$ cat src/hw/spd_pkg.sv
// Purpose: Constants for the serial programming instruction decoder.
// Assumes: 50 MHz core clock, link clock sampled as an ordinary input.
// Notes:   Instruction codes, selectors and busy times live here.
// What this block does
// - Echo second enable byte during third byte.
// - Sample input on rise, shift out on fall.
// - AC 80 00 00 erases flash and EEPROM.
// - Erase leaves every flash and EEPROM location at FF.
// - Poll F0 returns busy in bit zero.
// - 4D latches third byte as extended address.
// - 48/40 load high/low page buffer byte.
// - C1 loads EEPROM page buffer byte.
// - 28/20 read high/low program word byte.
// - 50 00, 58 08, 50 08 read fuses.
// - 4C commits program page to flash.
// - C2 commits EEPROM page buffer.
// - AC A0/A8/A4 write low/high/extended fuse.
// - Fuse bit zero means programmed.
`default_nettype none
package spd_pkg;
    // Instruction first bytes
    localparam logic [7:0] OP_ENABLE  = 8'hac;  // Enable, erase, fuse write
    localparam logic [7:0] OP_POLL    = 8'hf0;
    localparam logic [7:0] OP_EXTADR  = 8'h4d;
    localparam logic [7:0] OP_LD_HI   = 8'h48;
    localparam logic [7:0] OP_LD_LO   = 8'h40;
    localparam logic [7:0] OP_LD_EE   = 8'hc1;
    localparam logic [7:0] OP_RD_HI   = 8'h28;
    localparam logic [7:0] OP_RD_LO   = 8'h20;
    localparam logic [7:0] OP_RD_FUSE = 8'h50;
    localparam logic [7:0] OP_RD_FHI  = 8'h58;
    localparam logic [7:0] OP_WR_PAGE = 8'h4c;
    localparam logic [7:0] OP_WR_EE   = 8'hc2;
    // Second byte selectors
    localparam logic [7:0] SEL_ENABLE = 8'h53;
    localparam logic [7:0] SEL_ERASE  = 8'h80;
    localparam logic [7:0] SEL_FLO    = 8'ha0;
    localparam logic [7:0] SEL_FHI    = 8'ha8;
    localparam logic [7:0] SEL_FEXT   = 8'ha4;
    localparam logic [7:0] SEL_RD_HX  = 8'h08;
    // Erased value and fuse reset (all unprogrammed)
    localparam logic [7:0] ERASED     = 8'hff;
    localparam logic [7:0] FUSE_RST   = 8'hff;
    // Busy times in microseconds
    localparam int unsigned CLK_MHZ       = 50;
    localparam int unsigned T_FLASH_US    = 4500;
    localparam int unsigned T_EEPROM_US   = 9000;
    localparam int unsigned T_ERASE_US    = 9000;
    localparam int unsigned T_FUSE_US     = 4500;
    localparam int unsigned CYC_FLASH     = T_FLASH_US * CLK_MHZ;
    localparam int unsigned CYC_EEPROM    = T_EEPROM_US * CLK_MHZ;
    localparam int unsigned CYC_ERASE     = T_ERASE_US * CLK_MHZ;
    localparam int unsigned CYC_FUSE      = T_FUSE_US * CLK_MHZ;
    localparam int unsigned BUSY_W        = 20;
    localparam int unsigned BITS_PER_INST = 32;
endpackage
`default_nettype wire

$ cat src/hw/spd_sync.sv
// Purpose: Two flip-flop synchroniser for one pin.
// Assumes: Input is asynchronous to clk_i.
// Notes:   The first stage feeds only the second.
`default_nettype none
module spd_sync (
    // Clock and reset
    input  wire logic clk_i,
    input  wire logic rst_n_i,
    // Pin in, synchronised out
    input  wire logic pin_i,
    output logic      sync_o
);
    logic meta_q;  // First stage, read only by sync_o
    logic meta_d;
    logic sync_d;

    // Next values
    always_comb begin
        meta_d = pin_i;
        sync_d = meta_q;
    end

    // Registers
    always_ff @(posedge clk_i) begin
        if (!rst_n_i) begin
            meta_q <= 1'b0;
            sync_o <= 1'b0;
        end else begin
            meta_q <= meta_d;
            sync_o <= sync_d;
        end
    end
endmodule
`default_nettype wire

$ cat src/hw/spd_busy.sv
// Purpose: Busy timer for self-timed memory operations.
// Assumes: Start is a one-cycle pulse with the count loaded.
// Notes:   A new start while busy reloads the count.
`default_nettype none
module spd_busy #(
    parameter int unsigned W = 20
) (
    // Clock and reset
    input  wire logic         clk_i,
    input  wire logic         rst_n_i,
    // Control
    input  wire logic         start_i,
    input  wire logic [W-1:0] cycles_i,
    output logic              busy_o
);
    logic [W-1:0] cnt_q;  // Cycles left
    logic [W-1:0] cnt_d;

    // Load on start, count down to zero
    always_comb begin
        cnt_d = cnt_q;
        if (start_i) begin
            cnt_d = cycles_i;
        end else if (cnt_q != '0) begin
            cnt_d = cnt_q - 1'b1;
        end
    end

    // Register
    always_ff @(posedge clk_i) begin
        if (!rst_n_i) begin
            cnt_q <= '0;
        end else begin
            cnt_q <= cnt_d;
        end
    end

    assign busy_o = (cnt_q != '0);
endmodule
`default_nettype wire

$ cat src/hw/spd_decoder.sv
// Purpose: Serial programming instruction decoder with memory model.
// Assumes: Programmer holds device reset low (prog_rst_n_i) during a session.
// Notes:   Memories are flip-flop arrays; sizes are parameters.
//          Extended address is latched but not yet used at these sizes.
`default_nettype none
module spd_decoder
    import spd_pkg::*;
#(
    parameter int unsigned FLASH_AW  = 6,   // Word address bits of flash
    parameter int unsigned PAGE_AW   = 3,   // Word address bits within a page
    parameter int unsigned EE_AW     = 5,   // Byte address bits of EEPROM
    parameter int unsigned EE_PAW    = 2,   // Byte address bits within EEPROM page
    parameter int unsigned BUSY_FLASH = CYC_FLASH,
    parameter int unsigned BUSY_EE    = CYC_EEPROM,
    parameter int unsigned BUSY_ERASE = CYC_ERASE,
    parameter int unsigned BUSY_FUSE  = CYC_FUSE
) (
    // Clock and reset
    input  wire logic clk_i,
    input  wire logic rst_n_i,
    // Serial link pins
    input  wire logic prog_rst_n_i,  // Device reset pin; programming only while low
    input  wire logic sck_i,
    input  wire logic mosi_i,
    output logic      miso_o,
    // Status
    output logic      prog_enabled_o,
    output logic      pending_operation_flag_o
);
    // Elaboration checks: address fields come from bytes two and three,
    // so no array may need more than sixteen address bits
    if (PAGE_AW > FLASH_AW || EE_PAW > EE_AW || FLASH_AW > 16 || EE_AW > 16) begin : g_chk
        $error("spd_decoder: address widths out of range");
    end
    // Busy spans must fit the timer's counter, or they would wrap short
    if (BUSY_FLASH >= (1 << BUSY_W) || BUSY_EE >= (1 << BUSY_W) ||
        BUSY_ERASE >= (1 << BUSY_W) || BUSY_FUSE >= (1 << BUSY_W)) begin : g_chk_busy
        $error("spd_decoder: busy span too long for timer");
    end

    localparam int unsigned FW = 1 << FLASH_AW;
    localparam int unsigned PW = 1 << PAGE_AW;
    localparam int unsigned EW = 1 << EE_AW;
    localparam int unsigned EP = 1 << EE_PAW;

    // Synchronised pins; all three share the same two-flop delay, so data
    // and clock keep their relative timing on the core side
    logic sck_s;   // Link clock level
    logic mosi_s;  // Link data level
    logic rstp_s;  // Device reset pin level, high ends the session
    spd_sync u_sck (
        .clk_i  (clk_i),
        .rst_n_i(rst_n_i),
        .pin_i  (sck_i),
        .sync_o (sck_s)
    );
    spd_sync u_mosi (
        .clk_i  (clk_i),
        .rst_n_i(rst_n_i),
        .pin_i  (mosi_i),
        .sync_o (mosi_s)
    );
    spd_sync u_rstp (
        .clk_i  (clk_i),
        .rst_n_i(rst_n_i),
        .pin_i  (prog_rst_n_i),
        .sync_o (rstp_s)
    );

    // Busy timer; a start while busy reloads it, the programmer polls first
    logic                busy;
    logic                busy_start;
    logic [BUSY_W-1:0]   busy_cyc;
    spd_busy #(.W(BUSY_W)) u_busy (
        .clk_i   (clk_i),
        .rst_n_i (rst_n_i),
        .start_i (busy_start),
        .cycles_i(busy_cyc),
        .busy_o  (busy)
    );

    // Link edge detect; the previous level resets low, the idle level of
    // the link clock, so no false edge follows reset
    logic sck_prev_q, sck_prev_d;
    logic rise, fall, link_rst;
    assign rise     = sck_s & ~sck_prev_q;
    assign fall     = ~sck_s & sck_prev_q;
    assign link_rst = rstp_s;  // Reset pin high: session over

    // Shifter state; the bit count wraps after 32, so frames need no marker
    logic [31:0] sh_q, sh_d;       // Received bits, MSB first
    logic [4:0]  cnt_q, cnt_d;     // Bits received in this instruction
    logic [7:0]  out_q, out_d;     // Byte being shifted out
    logic        miso_q, miso_d;
    logic        en_q, en_d;       // Programming enabled
    logic [7:0]  ext_q, ext_d;     // Extended address byte

    // Memories and fuses
    logic [7:0] flash_q [FW][2];
    logic [7:0] fpage_q [PW][2];
    logic [7:0] ee_q    [EW];
    logic [7:0] epage_q [EP];
    logic [EP-1:0] eload_q;        // EEPROM page bytes loaded
    logic [7:0] fuse_q  [3];       // Low, high, extended

    // Decode of the complete word. Fields come from the shifter with the
    // incoming bit appended, not from sh_d, so the next-value process
    // never reads its own output back through a loop
    logic [31:0] sh_in;            // Shifter as it will stand after a rise
    logic [7:0]  b1, b2, b3, b4;
    logic        done;             // Fourth byte just completed
    assign sh_in = {sh_q[30:0], mosi_s};
    assign b1    = sh_in[31:24];
    assign b2    = sh_in[23:16];
    assign b3    = sh_in[15:8];
    assign b4    = sh_in[7:0];
    assign done = rise && cnt_q == 5'd31 && !link_rst;

    logic [FLASH_AW-1:0] waddr;
    logic [EE_AW-1:0]    eaddr;
    assign waddr = FLASH_AW'({b2, b3});
    assign eaddr = EE_AW'({b2, b3});

    // Answer byte chosen when the third byte completes; only the rise
    // with a count of 23 uses it, when sh_in holds bytes one to three
    logic [7:0] third_out;
    always_comb begin
        third_out = 8'h00;
        case (sh_in[23:16])
            OP_POLL:    third_out = {7'h00, busy};
            OP_RD_HI:   third_out = flash_q[FLASH_AW'({sh_in[15:0]})][1];
            OP_RD_LO:   third_out = flash_q[FLASH_AW'({sh_in[15:0]})][0];
            OP_RD_FUSE: third_out = (sh_in[15:8] == 8'h00) ? fuse_q[0] : fuse_q[2];
            OP_RD_FHI:  third_out = (sh_in[15:8] == SEL_RD_HX) ? fuse_q[1] : 8'h00;
            default:    third_out = 8'h00;
        endcase
    end

    // Shift and control next values
    always_comb begin
        sh_d       = sh_q;
        cnt_d      = cnt_q;
        out_d      = out_q;
        miso_d     = miso_q;
        en_d       = en_q;
        ext_d      = ext_q;
        busy_start = 1'b0;
        busy_cyc   = '0;
        sck_prev_d = sck_s;
        if (link_rst) begin
            // Reset pin released: abandon session
            cnt_d = '0;
            en_d  = 1'b0;
            out_d = 8'h00;
        end else if (rise) begin
            sh_d  = sh_in;
            cnt_d = cnt_q + 5'd1;
            if (cnt_q == 5'd15) begin
                // Second byte in: prepare echo for third byte
                out_d = sh_in[7:0];
            end else if (cnt_q == 5'd23) begin
                out_d = third_out;
            end
            if (done && b1 == OP_ENABLE && b2 == SEL_ENABLE) begin
                en_d = 1'b1;
            end
            if (done && en_q && b1 == OP_EXTADR) begin
                ext_d = b3;
            end
            if (done && en_q && b1 == OP_ENABLE) begin
                if (b2 == SEL_ERASE && b3 == 8'h00 && b4 == 8'h00) begin
                    busy_start = 1'b1;
                    busy_cyc   = BUSY_W'(BUSY_ERASE);
                end else if (b2 == SEL_FLO || b2 == SEL_FHI || b2 == SEL_FEXT) begin
                    busy_start = 1'b1;
                    busy_cyc   = BUSY_W'(BUSY_FUSE);
                end
            end
            if (done && en_q && b1 == OP_WR_PAGE) begin
                busy_start = 1'b1;
                busy_cyc   = BUSY_W'(BUSY_FLASH);
            end
            if (done && en_q && b1 == OP_WR_EE) begin
                busy_start = 1'b1;
                busy_cyc   = BUSY_W'(BUSY_EE);
            end
        end else if (fall) begin
            // Read data leaves on the falling edge
            // One bit per fall; after the fourth byte the register is empty
            if (cnt_q[2:0] == 3'd0) begin
                miso_d = out_q[7];
                out_d  = {out_q[6:0], 1'b0};
            end else begin
                miso_d = out_q[7];
                out_d  = {out_q[6:0], 1'b0};
            end
        end
    end

    // Control registers; reset is synchronous here as in every process
    // of the block, so a short glitch on the reset net is filtered
    always_ff @(posedge clk_i) begin
        if (!rst_n_i) begin
            sh_q       <= '0;
            cnt_q      <= '0;
            out_q      <= 8'h00;
            miso_q     <= 1'b0;
            en_q       <= 1'b0;
            ext_q      <= 8'h00;
            sck_prev_q <= 1'b0;
        end else begin
            sh_q       <= sh_d;
            cnt_q      <= cnt_d;
            out_q      <= out_d;
            miso_q     <= miso_d;
            en_q       <= en_d;
            ext_q      <= ext_d;
            sck_prev_q <= sck_prev_d;
        end
    end

    // Memory writes; fuses keep one for unprogrammed bits.
    // A chip erase leaves the page buffers alone: a page write right after
    // an erase, with no fresh loads, writes their old contents back.
    logic act;
    assign act = done && en_q;
    always_ff @(posedge clk_i) begin
        if (!rst_n_i) begin
            for (int i = 0; i < 3; i++) begin
                fuse_q[i] <= FUSE_RST;
            end
            for (int i = 0; i < FW; i++) begin
                flash_q[i][0] <= ERASED;
                flash_q[i][1] <= ERASED;
            end
            for (int i = 0; i < PW; i++) begin
                fpage_q[i][0] <= ERASED;
                fpage_q[i][1] <= ERASED;
            end
            for (int i = 0; i < EW; i++) begin
                ee_q[i] <= ERASED;
            end
            for (int i = 0; i < EP; i++) begin
                epage_q[i] <= ERASED;
            end
            eload_q <= '0;
        end else if (act) begin
            case (b1)
                OP_LD_HI: fpage_q[PAGE_AW'(b3)][1] <= b4;
                OP_LD_LO: fpage_q[PAGE_AW'(b3)][0] <= b4;
                OP_LD_EE: begin
                    epage_q[EE_PAW'(b3)] <= b4;
                    eload_q[EE_PAW'(b3)] <= 1'b1;
                end
                OP_WR_PAGE: begin
                    for (int i = 0; i < PW; i++) begin
                        flash_q[{waddr[FLASH_AW-1:PAGE_AW], PAGE_AW'(i)}][0] <= fpage_q[i][0];
                        flash_q[{waddr[FLASH_AW-1:PAGE_AW], PAGE_AW'(i)}][1] <= fpage_q[i][1];
                    end
                end
                OP_WR_EE: begin
                    for (int i = 0; i < EP; i++) begin
                        if (eload_q[i]) begin
                            ee_q[{eaddr[EE_AW-1:EE_PAW], EE_PAW'(i)}] <= epage_q[i];
                        end
                    end
                    eload_q <= '0;
                end
                OP_ENABLE: begin
                    if (b2 == SEL_ERASE && b3 == 8'h00 && b4 == 8'h00) begin
                        for (int i = 0; i < FW; i++) begin
                            flash_q[i][0] <= ERASED;
                            flash_q[i][1] <= ERASED;
                        end
                        for (int i = 0; i < EW; i++) begin
                            ee_q[i] <= ERASED;
                        end
                    end else if (b2 == SEL_FLO) begin
                        fuse_q[0] <= b4;
                    end else if (b2 == SEL_FHI) begin
                        fuse_q[1] <= b4;
                    end else if (b2 == SEL_FEXT) begin
                        fuse_q[2] <= b4;
                    end
                end
                default: begin
                end
            endcase
        end
    end

    // Outputs; the pending flag is decoded from the timer's count register,
    // so it cannot pulse while the count is loaded
    assign miso_o                   = miso_q;
    assign prog_enabled_o           = en_q;
    assign pending_operation_flag_o = busy;
endmodule
`default_nettype wire

$ cat config.mk
export PLATFORM = sky130hd
export DESIGN_NAME = spd_decoder
export DESIGN_NICKNAME = d
export VERILOG_FILES = /design/src/hw/spd_pkg.sv /design/src/hw/spd_sync.sv /design/src/hw/spd_busy.sv /design/src/hw/spd_decoder.sv
export SDC_FILE = /design/constraint.sdc
export NUM_CORES = 2
export LEC_CHECK = 0
export ABC_CLOCK_PERIOD_IN_PS = 9400
export BUFFER_PORTS_ARGS = -buffer_cell sky130_fd_sc_hd__buf_4
export CAP_MARGIN = 40
export CORE_AREA = 2 2 365 367
export DETAILED_ROUTE_END_ITERATION = 12
export DIE_AREA = 0 0 367 369
export HOLD_SLACK_MARGIN = 0.1
export SLEW_MARGIN = 40
export SYNTH_ARGS = -nofsm -noshare
export SYNTH_HDL_FRONTEND = slang
export SYNTH_SLANG_ARGS = --single-unit
export TNS_END_PERCENT = 10
$ cat constraint.sdc
create_clock -name clk_i -period 9.4 [get_ports clk_i]
set_input_delay 0.94 -clock clk_i [delete_from_list [all_inputs] [get_ports clk_i]]
set_output_delay 0.94 -clock clk_i [all_outputs]
set_load 0.05 [all_outputs]
Yosys cells after proc, flatten, opt, wreduce, memory -nomap -nowiden:

Memory sizes are Yosys's and may differ from the RTL's.
Cells that the tools add are included.

* bits in latches: 0
* bits in registers: 73
* memories kept: 3
* output and inout bits: 3
* input bits: 5
* RAM bits: 1176
* bits in read-only memories: 0
* word-level logic and storage cells: 428

Memories
* flash_q: depth 64, width 16, rd ports 1, clocked after Yosys merged registers in 0, write ports 64, line spd_decoder.sv:99 `logic [7:0] flash_q [FW][2];`
* fpage_q: depth 8, width 16, rd ports 8, clocked after Yosys merged registers in 0, write ports 8, line spd_decoder.sv:100 `logic [7:0] fpage_q [PW][2];`
* fuse_q: depth 3, width 8, rd ports 3, clocked after Yosys merged registers in 0, write ports 3, line spd_decoder.sv:104 `logic [7:0] fuse_q [3];`

* reductions and logical operators: 32
* multiply operators: 0
* multiplexer cells: 220
* div/mod/pow operators: 0
* shift operators: 0
* $add $sub $neg: 2
* bitwise gates (word level): 138
* $lt $le $gt $ge: 0
* eq/ne operators: 20

Operators with widths (number)
* two-way mux 8 bit: 137
* two-way mux 16 bit: 9
* OR reduction 16 bit: 9
* OR 1 bit: 131
* two-way mux 20 bit: 6
* equality test 8 bit, second input constant: 7
* equality test 8 x 7 -> 1 bit, second input constant: 6
* two-way mux 6 bit: 8
* two-way mux 1 bit: 46
* one-hot mux 8 bit (5 select lines): 1
* two-way mux 19 bit: 2
* nonzero test 20 bit: 1
* subtractor 20 x 1 -> 20 bit, second input constant: 1
* two-way mux 18 bit: 1
* two-way mux 2 bit: 9
* equality test 8 x 6 -> 1 bit, second input constant: 2
* zero test 8 bit: 2
* equality test 5 bit, second input constant: 2
* logical AND 1 bit: 10
* equality test 8 x 4 -> 1 bit, second input constant: 1
* AND reduction 2 bit: 3
* adder 5 x 1 -> 5 bit, second input constant: 1
* equality test 5 x 4 -> 1 bit, second input constant: 1
* inverter 1 bit: 5
* 8 further kinds: 11

Depth between registers and ports, before layout:

* depth after elaboration: 12
* mapped depth: 12
* gate-level depth less buffers: 10

Hierarchy:

A second synthesis with hierarchy kept.

* cells, all modules: 3814
* area, all modules: 52720.6 um^2

Modules (own cells, without submodules)
* spd_decoder: area an instance 51374.3 um^2, instances 1, sequential area each 31209.9 um^2, cells each 3664
* spd_busy: area an instance 1188.6 um^2, instances 1, sequential area each 400.4 um^2, cells each 138
* spd_sync: area an instance 52.6 um^2, instances 3, sequential area each 40.0 um^2, cells each 4

Least setup slack after synthesis:

No wires, ideal clock.

* path type: reg2reg
* from: register cnt_q[0]
* to: memory flash_q[16][0] (netlist name) (enable)
* setup slack: 4.085 ns
* stages on the path, launching flop included: 11
* buffers on the path: 1
* required time: 8.908 ns
* data arrival time: 4.823 ns
* setup time: 0.492 ns
* clock period less this slack: 5.315 ns
* path through: dfxtp_1 ha_1 and3_1 ha_1 nand4bb_1 nor4_1 nand2_1 nor2_1 nand3b_1 clkbuf_1 nand2_1

RTL lines
* start, declared: line spd_decoder.sv:92 `logic [4:0] cnt_q, cnt_d;`
* start signal, assigned: line spd_decoder.sv:213 `cnt_q <= cnt_d;`
* end, declared: line spd_decoder.sv:99

==> impl_results.md <==
- First-pass GRT wire length: 217 mm
- GR Util All Layers: 0.213
- Resize count post-CTS: 0
- Complex-gate fraction of the synthesized area: 0.121
- Clk sink count: 1249
- Clock Root Buffer: clkbuf_16
- Total congestion overflow: 0
- Layout fillers: 11800
- Gate Count Post-Synth: 3814
- Max capacitance violation total: 0
- HPWL Detailed: 89.0 mm
- Final setup violation count: 0
- Hold Path Origin: sck_i
- Hold crit path type: in -> reg
- DRC violations left: 0
- Final ANT Viol Nets: 0
- CP Capture Type: flop
- Pwr Density: 198 nW/µm²
- Fin Clk Skew: 0.0233 ns
- Post-CTS setup buffers: 0
- Gate power share: 0.043
- YS warnings: 0
- Nets: 3721
- IO Count: 8
- P_leak: 15.5 nW
- Synth async-reset ratio: 0
- Crit Path Max Fanout: 129
- Commonest non-fill, non-tap cells in the layout: edfxtp_1 (672), dfxtp_1 (571), or2_2 (562)
- Dominant synthesized flop cell: edfxtp_1
- Number of synthesized flops with an enable pin: 672
- DRT Wirelength: 146 mm
- Antenna violations before repair: 15
- CP startpoint kind: flop
- Share of cells above drive strength 1: 0.291
- Sw Share: 0.222
- WS Path Type: reg -> reg
- Die height: 369 µm
- Number of CTS-inserted buffers: 134
- Max Buffers Root-to-Sink: 3
- Iteration-0 DRC Markers: 3291
- Final slew viol count: 0
- Hold_buf cts: 0
- 1st-pass router iterations: 6
- Max_slew headroom: 0.340
- Fin cells: 5580
- Initial Util: 0.399
- Largest net degree at the start of global routing: 130
- Area delta synth->final: 11.0%
- Sum Neg Setup Slack: 0 ns
- Critical path required time: 9.77 ns
- GPL Wtd Cong: 0.842
- Latest clock arrival within the worst-skew pair: 0.75 ns
- CTS tree: yes
- Status: finished, final reports clean
- Vias in the first global route: 31700
- Std cell rows: 133
- Int Pwr: 8.97 mW
- Distinct cell type count after synthesis: 80
- Post-route minimum period: 4.46 ns
- Clk pwr share: 0.453
- Slack of the critical path: 4.94 ns
- Vias: 32700
- Syn avg cell area: 13.7 µm²
- Synth Area in Adders: 0.00167
- Most common cell after layout, fill and taps aside: edfxtp_1
- Fin crit share: 0.474
- Setup crit start: cnt_q[0]$_SDFFE_PP0N_
- Seq/Total Area, Yosys: 0.606
- H-tree depth: 4
- Chip width: 367 µm
- Pre-CTS setup slack: 4.99 ns
- WL/cell: 26.1 µm
- Yosys reg bits: 1249
- Final Hold Viols: 0
- Cell Area, Synth: 52300 µm²
- Slew @ Worst Pin: 0.982 ns
- Die area: 135000 µm²
- RSZ-0062 raised after global routing: false
- WP data arrival: 4.83 ns
- Post-synthesis mux area share: 0.117
- Simple-gate share of the synthesized area: 0.114
- Sequential share of power: 0.505
- F_max: 224 MHz
- Placed Cells: 5325
- Net Sw Power: 2.56 mW
- Worst-path clk slew: 0.06 ns
- VDD IR max: 0.000207 V
- Post-synthesis xor/xnor area fraction: 0.00335
- Vias/cell: 5.86
- Main combinational cell family by area after synthesis: compound AO/OA/AOI/OAI gates
- Syn_nets: 3826
- Input/output buffers: 7
- Core area: 131000 µm²
- R2r startpoint: cnt_q[0]$_SDFFE_PP0N_
layer usage:
layer,wire length (µm),GRT usage,vias up
li1,-,-,14300
met1,64200,0.302,17000
met2,68100,0.341,1138
met3,9620,0.0319,248
met4,3710,0.0609,6
met5,40,0,-
registers in the layout, indices dropped and copies added (netlist names), 5 cells and up:
| register | cells |
|---|---|
| fuse_q | 24 |
| u_busy.cnt_q | 20 |
| sh_q | 31 |
| fpage_q | 128 |
| flash_q | 1024 |
| cnt_q | 5 |
| out_q | 8 |
cell families (layout without fill, tap and decap cells):
group	count (synthesis)	count (layout)
buffers and inverters	343	351
adder cells (fa/ha/maj)	7	7
other	0	3
AO/OA/AOI/OAI	787	787
XOR/XNOR	20	20
multiplexers	347	347
flip-flops	1249	1249
AND/OR/NAND/NOR	1061	1061
power groups by stage:
stage | combinational, mW | sequential [mW] | clock [mW]
floorplan | 0.398 | 5.94 | 0
global placement | 0.482 | 5.94 | 0
detailed placement | 0.493 | 5.94 | 0
CTS | 0.495 | 5.82 | 5.29
global route | 0.542 | 5.83 | 5.51
finish | 0.491 | 5.82 | 5.22
cells in the mapped netlist, types with 34 or more instances:
master	n	area (µm²)
nand2b_1	36	225
a21oi_1	79	395
or2_2	562	3520
clkbuf_1	189	709
nand2_1	226	848
nand3_1	65	325
mux4_2	212	4770
edfxtp_1	672	20200
buf_6	52	586
mux2i_1	131	1310
o22a_1	504	4410
a221oi_1	38	333
nor2_1	42	158
dfxtp_1	577	11600
a22oi_1	34	255
buf_4	35	263
buf_2	37	185
o21ai_0	35	175
metrics by stage:
stage               utilization  hold WS, ns  instance area (µm²)  total power, mW
floorplan                     -        0.412                52300             6.34
global placement          0.408        0.435                53400             6.42
global route              0.443        0.407                58100             11.9
finish                    0.443        0.410                58100             11.5
detailed placement        0.409        0.426                53700             6.43
CTS                       0.442        0.370                58000             11.6
cell type report:
class                   instances  area [µm²]  share of cell area
multi-input cells            2222       18900               0.325
flip-flops and latches       1249       31700               0.546
repair buffers                 87         837              0.0144
well taps                    1755        2200              0.0378
inverters                      15        56.3            0.000969
clock inverters                63         455             0.00784
clock buffers                 186        3900              0.0671
diodes                          3        7.51            0.000129
critical path: stages, from the launching register on:
cell	delay [ns]
dfxtp_1	0.38
ha_1	0.22
and3_1	0.21
ha_1	0.21
nand4bb_1	0.14
nor4_1	0.28
buf_4	0.18
nand2_1	0.05
nor2_1	0.39
nand3b_1	0.19
buf_12	0.29
nand2_4	0.67
buf_6	0.61
final timing paths:
path	depth (start not counted)	to	slack, ns
setup / recovery	12	flash_q[32][10]$_SDFFCE_PN1P_	4.94
hold / removal	2	u_sck.meta_q$_SDFF_PN0_	0.41
setup reg to reg	12	flash_q[32][10]$_SDFFCE_PN1P_	4.94
hold reg to reg	1	u_sck.sync_o$_SDFF_PN0_	0.44
(Power assumes the default switching activity.)
